==> src/core/aaop_pkg.sv <==
package aaop_pkg;
  // ==========================================================
  // instruction word fields
  // ==========================================================
  localparam int unsigned INSN_W      = 14;
  localparam int unsigned DATA_W      = 8;
  localparam int unsigned ADDR_W      = 7;
  localparam int unsigned TARGET_POS  = 7;
  localparam int unsigned OPHI_POS    = 8;
  // top six bits of each opcode
  localparam logic [5:0]  OP_ADD_IMM  = 6'h3E; // 11 111x, low bit ignored
  localparam logic [5:0]  OP_AND_IMM  = 6'h39; // 11 1001
  localparam logic [5:0]  OP_ADD_REG  = 6'h07; // 00 0111
  localparam logic [5:0]  OP_AND_REG  = 6'h05; // 00 0101
  localparam logic [7:0]  ACC_RESET   = 8'h00;
  localparam logic        FLAG_RESET  = 1'h0;
  localparam int unsigned EXEC_CYCLES = 1;

  // ==========================================================
  // carriers
  // ==========================================================
  typedef enum logic [2:0]
  {
    AAOP_NONE    = 3'b000,
    AAOP_ADD_IMM = 3'b001,
    AAOP_ADD_REG = 3'b010,
    AAOP_AND_IMM = 3'b011,
    AAOP_AND_REG = 3'b100
  } aaop_kind_t;

  typedef struct packed
  {
    logic carry;
    logic nibble_overflow_bit;
    logic zero;
  } aaop_flags_t;

  typedef struct packed
  {
    logic              we;
    logic [ADDR_W-1:0] addr;
    logic [DATA_W-1:0] data;
  } aaop_file_wr_t;
endpackage

==> src/core/aaop_alu.sv <==
`timescale 1ns/1ps
`default_nettype none

// Function
// - add-immediate adds literal to accumulator, result to accumulator, sets carry, nibble carry, zero.
// - add-register adds accumulator and file register 0..127, sets carry, nibble carry, zero, one cycle.
// - target bit 0 stores to accumulator, bit 1 writes back to file register.
// - and-immediate ANDs literal with accumulator into accumulator, only zero changes, one cycle.
module aaop_alu
(
  input  wire logic                          clock,
  input  wire logic                          rst_n,
  input  wire logic                          clk_en,
  input  wire logic                          insn_valid,
  input  wire logic [aaop_pkg::INSN_W-1:0]   insn,
  input  wire logic [aaop_pkg::DATA_W-1:0]   file_rdata,
  output logic      [aaop_pkg::ADDR_W-1:0]   file_raddr,
  output var aaop_pkg::aaop_file_wr_t        file_wr,
  output logic      [aaop_pkg::DATA_W-1:0]   acc,
  output var aaop_pkg::aaop_flags_t          flags,
  output logic                               insn_hit
);

  // ==========================================================
  // decode
  // ==========================================================
  logic [5:0]                      op_top;
  aaop_pkg::aaop_kind_t            kind;
  logic [aaop_pkg::DATA_W-1:0]     literal;
  logic                            to_file;

  assign op_top     = insn[aaop_pkg::INSN_W-1:aaop_pkg::OPHI_POS];
  assign literal    = insn[aaop_pkg::DATA_W-1:0];
  assign to_file    = insn[aaop_pkg::TARGET_POS];
  assign file_raddr = insn[aaop_pkg::ADDR_W-1:0]; // operand read combinationally, same cycle

  // pick the instruction; unknown opcodes leave acc and flags alone, but an enabled edge still drops the write strobe
  always_comb
  begin
    kind = aaop_pkg::AAOP_NONE;
    if (insn_valid)
    begin
      if (op_top[5:1] == aaop_pkg::OP_ADD_IMM[5:1])
        kind = aaop_pkg::AAOP_ADD_IMM;
      else if (op_top == aaop_pkg::OP_AND_IMM)
        kind = aaop_pkg::AAOP_AND_IMM;
      else if (op_top == aaop_pkg::OP_ADD_REG)
        kind = aaop_pkg::AAOP_ADD_REG;
      else if (op_top == aaop_pkg::OP_AND_REG)
        kind = aaop_pkg::AAOP_AND_REG;
    end
  end
  assign insn_hit = (kind != aaop_pkg::AAOP_NONE);

  // ==========================================================
  // datapath
  // ==========================================================
  logic [aaop_pkg::DATA_W-1:0] operand;
  logic [aaop_pkg::DATA_W:0]   sum;
  logic [4:0]                  low_sum;
  logic [aaop_pkg::DATA_W-1:0] result;
  logic                        is_add;
  logic                        is_reg;

  assign is_add  = (kind == aaop_pkg::AAOP_ADD_IMM) || (kind == aaop_pkg::AAOP_ADD_REG);
  assign is_reg  = (kind == aaop_pkg::AAOP_ADD_REG) || (kind == aaop_pkg::AAOP_AND_REG);
  assign operand = is_reg ? file_rdata : literal;
  assign sum     = {1'h0, acc} + {1'h0, operand};
  assign low_sum = {1'h0, acc[3:0]} + {1'h0, operand[3:0]};
  assign result  = is_add ? sum[aaop_pkg::DATA_W-1:0] : (acc & operand);

  // ==========================================================
  // accumulator; only register forms may divert the result away
  // ==========================================================
  logic [aaop_pkg::DATA_W-1:0] acc_reg;
  aaop_pkg::aaop_file_wr_t     file_wr_reg;

  // a file-target op keeps the old value so the next op still sees it
  always_ff @(posedge clock or negedge rst_n)
  begin
    if (!rst_n)
      acc_reg <= aaop_pkg::ACC_RESET;
    else if (clk_en && insn_hit && !(is_reg && to_file))
      acc_reg <= result;
  end
  assign acc = acc_reg;

  // file write-back, registered so data comes from flip-flops
  always_ff @(posedge clock or negedge rst_n)
  begin
    if (!rst_n)
      file_wr_reg <= '0;
    else if (clk_en)
    begin
      file_wr_reg.we   <= insn_hit && is_reg && to_file;
      file_wr_reg.addr <= file_raddr;
      file_wr_reg.data <= result;
    end
  end
  // strobe clears at the next enabled edge; address and data only count under it
  assign file_wr = file_wr_reg;

  // ==========================================================
  // status flags; logical ops leave carry and nibble carry alone
  // ==========================================================
  aaop_pkg::aaop_flags_t flags_reg;

  // zero follows the result even when it lands in the file register
  always_ff @(posedge clock or negedge rst_n)
  begin
    if (!rst_n)
      flags_reg <= '{aaop_pkg::FLAG_RESET, aaop_pkg::FLAG_RESET, aaop_pkg::FLAG_RESET};
    else if (clk_en && insn_hit)
    begin
      flags_reg.zero <= (result == '0);
      if (is_add)
      begin
        flags_reg.carry               <= sum[aaop_pkg::DATA_W];
        flags_reg.nibble_overflow_bit <= low_sum[4];
      end
    end
  end
  assign flags = flags_reg;

  // ==========================================================
  // checks
  // ==========================================================
  // expected values are rebuilt from sampled inputs, not from the datapath nets, except that a_target_acc picks its operation from $past(is_add)
  property p_add_imm;
    @(posedge clock) disable iff (!rst_n)
    (clk_en && kind == aaop_pkg::AAOP_ADD_IMM) |=>
      {flags.carry, acc} == ({1'h0, $past(acc)} + {1'h0, $past(literal)}) && flags.zero == (acc == 8'h00);
  endproperty
  a_add_imm: assert property (p_add_imm) else $error("add immediate result wrong");

  property p_add_reg_nib;
    @(posedge clock) disable iff (!rst_n)
    (clk_en && kind == aaop_pkg::AAOP_ADD_REG) |=>
      flags.nibble_overflow_bit == ($past(acc[3:0]) + $past(file_rdata[3:0]) > 5'h0F);
  endproperty
  a_add_reg_nib: assert property (p_add_reg_nib) else $error("nibble carry wrong");

  property p_target_file;
    @(posedge clock) disable iff (!rst_n)
    (clk_en && is_reg && to_file && insn_hit) |=> file_wr.we && $stable(acc);
  endproperty
  a_target_file: assert property (p_target_file) else $error("file target not honoured");

  property p_target_acc;
    @(posedge clock) disable iff (!rst_n)
    (clk_en && is_reg && !to_file && insn_hit) |=>
      !file_wr.we && acc == ($past(is_add) ? 8'($past(acc) + $past(file_rdata)) : ($past(acc) & $past(file_rdata)));
  endproperty
  a_target_acc: assert property (p_target_acc) else $error("acc target not honoured");

  property p_and_imm;
    @(posedge clock) disable iff (!rst_n)
    (clk_en && kind == aaop_pkg::AAOP_AND_IMM) |=>
      acc == ($past(acc) & $past(literal)) && $stable(flags.carry) && $stable(flags.nibble_overflow_bit);
  endproperty
  a_and_imm: assert property (p_and_imm) else $error("and immediate wrong");

  property p_and_reg;
    @(posedge clock) disable iff (!rst_n)
    (clk_en && kind == aaop_pkg::AAOP_AND_REG) |=>
      flags.zero == (($past(acc) & $past(file_rdata)) == 8'h00) && $stable(flags.carry);
  endproperty
  a_and_reg: assert property (p_and_reg) else $error("and register wrong");

  property p_freeze;
    @(posedge clock) disable iff (!rst_n)
    !clk_en |=> $stable(acc) && $stable(flags) && $stable(file_wr);
  endproperty
  a_freeze: assert property (p_freeze) else $error("state moved while disabled");

  property p_wr_once;
    @(posedge clock) disable iff (!rst_n)
    (clk_en && !insn_hit) |=> !file_wr.we;
  endproperty
  a_wr_once: assert property (p_wr_once) else $error("spurious file write");

  property p_add_imm_nib;
    @(posedge clock) disable iff (!rst_n)
    (clk_en && kind == aaop_pkg::AAOP_ADD_IMM) |=>
      flags.nibble_overflow_bit == (({1'h0, $past(acc[3:0])} + {1'h0, $past(literal[3:0])}) > 5'h0F);
  endproperty
  a_add_imm_nib: assert property (p_add_imm_nib) else $error("add immediate nibble carry wrong");

  property p_add_reg_sum;
    @(posedge clock) disable iff (!rst_n)
    (clk_en && kind == aaop_pkg::AAOP_ADD_REG) |=>
      flags.carry == (({1'h0, $past(acc)} + {1'h0, $past(file_rdata)}) > 9'h0FF);
  endproperty
  a_add_reg_sum: assert property (p_add_reg_sum) else $error("add register carry wrong");

  property p_add_file_data;
    @(posedge clock) disable iff (!rst_n)
    (clk_en && kind == aaop_pkg::AAOP_ADD_REG && to_file) |=>
      file_wr.data == 8'($past(acc) + $past(file_rdata)) && file_wr.addr == $past(insn[aaop_pkg::ADDR_W-1:0]);
  endproperty
  a_add_file_data: assert property (p_add_file_data) else $error("add write-back wrong");

  property p_and_file_data;
    @(posedge clock) disable iff (!rst_n)
    (clk_en && kind == aaop_pkg::AAOP_AND_REG && to_file) |=>
      file_wr.data == ($past(acc) & $past(file_rdata)) && file_wr.addr == $past(insn[aaop_pkg::ADDR_W-1:0]);
  endproperty
  a_and_file_data: assert property (p_and_file_data) else $error("and write-back wrong");

  property p_and_imm_zero;
    @(posedge clock) disable iff (!rst_n)
    (clk_en && kind == aaop_pkg::AAOP_AND_IMM) |=>
      flags.zero == (($past(acc) & $past(literal)) == 8'h00);
  endproperty
  a_and_imm_zero: assert property (p_and_imm_zero) else $error("and immediate zero flag wrong");

  property p_idle_hit;
    @(posedge clock) disable iff (!rst_n)
    !insn_valid |-> !insn_hit;
  endproperty
  a_idle_hit: assert property (p_idle_hit) else $error("hit without a valid instruction");

endmodule

`default_nettype wire

==> config.mk <==
export PLATFORM = sky130hd
export DESIGN_NAME = aaop_alu
export DESIGN_NICKNAME = d
export VERILOG_FILES = /design/src/core/aaop_pkg.sv /design/src/core/aaop_alu.sv
export SDC_FILE = /design/constraint.sdc
export NUM_CORES = 1
export LEC_CHECK = 0
export BUFFER_PORTS_ARGS = -buffer_cell sky130_fd_sc_hd__clkbuf_2
export CORE_MARGIN = 2
export CORE_UTILIZATION = 30
export CTS_BUF_LIST = sky130_fd_sc_hd__clkbuf_16
export CTS_CLUSTER_SIZE = 30
export DETAILED_ROUTE_END_ITERATION = 8
export PLACE_DENSITY = 0.57
export SLEW_MARGIN = 10
export SYNTH_ARGS = -nofsm -noshare
export SYNTH_HDL_FRONTEND = slang
export SYNTH_SLANG_ARGS = --single-unit
==> constraint.sdc <==
create_clock -name clock -period 4.9 [get_ports clock]
set_clock_uncertainty 0.15 [all_clocks]
set_input_delay 0.49 -clock clock [delete_from_list [all_inputs] [get_ports clock]]
set_output_delay 0.49 -clock clock [all_outputs]
set_load 0.1 [all_outputs]
==> results.json <==
{
  "ctsHoldBuffers": 0,
  "cts_max_path_buffers": 2,
  "cts_tree": "built",
  "cp-end-kind": "flip-flop",
  "initial_core_util_pct": 31.6,
  "dp.cells": 286,
  "ys_warn_count": 0,
  "ys.flop_type": "dfrtp_1",
  "holdWs_ns": 0.104,
  "gp_congestion": 0.821,
  "synth_seq_cells": 27,
  "antenna_found_initial": 0,
  "largest_register_ff_count": 16,
  "synth-edff-count": 0,
  "die_h_um": 78.1,
  "drc": 0,
  "root_buffer": "clkbuf_16",
  "syn_area_um2": 1650,
  "final_cell_mix": "clkbuf_2 (60), dfrtp_1 (27), a21oi_1 (25)",
  "finalHoldViolCount": 0,
  "rsz0062_at_grt": "false",
  "synth_largest_area_cell": "dfrtp_1",
  "syn_nets": 204,
  "ios": 61,
  "synth_top_family_by_area": "compound AO/OA/AOI/OAI gates",
  "grt_pass1_vias": 1435,
  "worstPathArrival_ns": 3.71,
  "leakagePower_nw": 0.978,
  "peakVddDrop_mv": 0.274,
  "ys_seq_area_share_pct": 41.0,
  "ys_types": 39,
  "grt_first_pass_wirelength_mm": 6.96,
  "fp.coreArea_um2": 5200,
  "async_reset_ff_share_pct": 100,
  "tightest_slew_ns": 0.730,
  "io_buffers": 60,
  "synthSimpleGateAreaFrac_pct": 13.4,
  "p_total_mw": 1.09,
  "fin_nets": 256,
  "synth_adder_area_share_pct": 7.29,
  "timing.fmax_mhz": 270,
  "fin_tns_setup_ns": 0,
  "synth_cells": 169,
  "slew_headroom_pct": 51.3,
  "stdcell_area_um2": 2040,
  "antenna_cells": 0,
  "grt_max_degree": 28,
  "post_cts_buffers": 0,
  "track_usage_pct": 14.4,
  "layout.cells.non_filler": 290,
  "synth_mux_area_share_pct": 12.8,
  "numClockSinks": 27,
  "min_period_over_period_pct": 75.6,
  "antenna_left": 0,
  "first_iter_violations": 76,
  "synthTopCellsByArea": "dfrtp_1 (41%), mux2_2 (11%), a21oi_1 (7.6%)",
  "layout_commonest_cell": "clkbuf_2",
  "die_x_um": 78.1,
  "power_density_nw_per_um2": 534,
  "routed_wl_mm": 4.08,
  "drv_slew": 0,
  "postPlaceCellArea_um2": 1960,
  "synth_top_area_share_pct": 41.0,
  "path_clk_slew_ns": 0.07,
  "area_growth_pct": 23.9,
  "clk_latency_ns": 0.26,
  "fin_crit_ns": 3.70,
  "die_area_um2": 6100,
  "hpwl_mm": 3.20,
  "path_class": "primary input to flip-flop",
  "numCtsBuffers": 3,
  "path_max_fanout": 10,
  "synthXorXnorAreaFrac_pct": 2.13,
  "placementRows": 26,
  "drive_above_1_share_pct": 37.7,
  "grt_overflow": 0,
  "setup_violations": 0,
  "via_count": 1402,
  "syn_avg_cell_area_um2": 9.74,
  "nFillCells": 539,
  "required_ns": 4.91,
  "wl_per_cell_um": 14.1,
  "vias_per_cell": 4.83,
  "synth-compound-area-share_pct": 17.6,
  "status": "completed",
  "dr.pass1.iters": 4,
  "htree_levels": 1,
  "hold_class": "primary input to asynchronous set/reset pin",
  "drv_cap": 0,
  "worst_setup_path_start_kind": "primary input",
  "cts_resized": 0
}
[final timing paths]
kind	start	end	slack (ns)	cells past startpoint
setup / recovery	insn[11]	flags[0]	1.20	13
hold / removal	rst_n	flags[1]	0.10	1
setup reg to reg	acc[0]	flags[0]	2.41	9
min in group clock	insn[1]	file_wr[9]	0.34	2
hold reg to reg	file_wr[8]	file_wr[8]	0.36	1
max in group asynchronous	rst_n	acc[6]	4.05	1
[logic make-up (layout without fill, tap and decap cells)]
family | count (synthesis) | in the layout
and+or+nand+nor | 45 | 45
DFF | 27 | 27
buffers and inverters | 18 | 69
muxes | 19 | 19
adders and majority gates | 9 | 9
xor gates and xnor gates | 4 | 4
AOI/OAI and AO/OA | 47 | 47
[cell type report]
class	count	area [um^2]	area share (%)
clock buffers	3	75.1	3.68
flip-flops and latches	27	676	33.1
clock inverters	1	7.51	0.368
multi-input cells	124	875	42.9
well taps	70	87.6	4.29
inverters	5	18.8	0.920
repair buffers	60	300	14.7
[worst max-delay path, stage by stage]
cell      delay [ns]
clkbuf_2        0.10
or4b_1          0.61
nor2_2          0.45
mux2_2          0.26
ha_1            0.18
inv_1           0.08
fa_1            0.40
nand2b_1        0.18
a21oi_1         0.26
xor2_1          0.22
o22ai_1         0.11
o2111a_1        0.16
a31o_1          0.21
[synthesized netlist by cell type, types with 2 or more instances]
master,count
mux2_2,16
xnor2_1,3
nand2b_1,2
o21a_1,3
nand4_1,2
clkbuf_1,3
buf_2,2
nand2_1,5
buf_4,7
nor3_1,2
a21oi_2,2
o21ai_0,3
nand3_1,3
nor2_1,22
or4b_1,2
dfrtp_1,27
inv_1,5
a21o_1,5
ha_1,8
a21oi_1,25
mux2i_1,3
a31oi_1,2
[routing by layer]
layer / track usage (%) / vias up / share of wire (%)
li1: - / 706 / -
met5: 0 / - / 0
met1: 19.2 / 650 / 45
met4: 4.21 / 0 / 1.2
met2: 24.1 / 41 / 49
met3: 2.53 / 5 / 5.1
[where the power goes]
group | internal, mW | total (mW) | switching (mW) | leakage, nW
logic | 0.138 | 0.605 | 0.466 | 0.611
registers | 0.262 | 0.293 | 0.0311 | 0.330
clock network | 0.111 | 0.193 | 0.0814 | 0.0371
[stage by stage]
stage / setup WS, ns / util [%]
after global placement: 1.00 / 37.6
after floorplan: 1.39 / -
final: 1.20 / 39.2
after detailed placement: 0.906 / 37.6
after CTS: 1.18 / 39.2
after global routing: 0.996 / 39.2
Power figures use the tool's default switching activity.
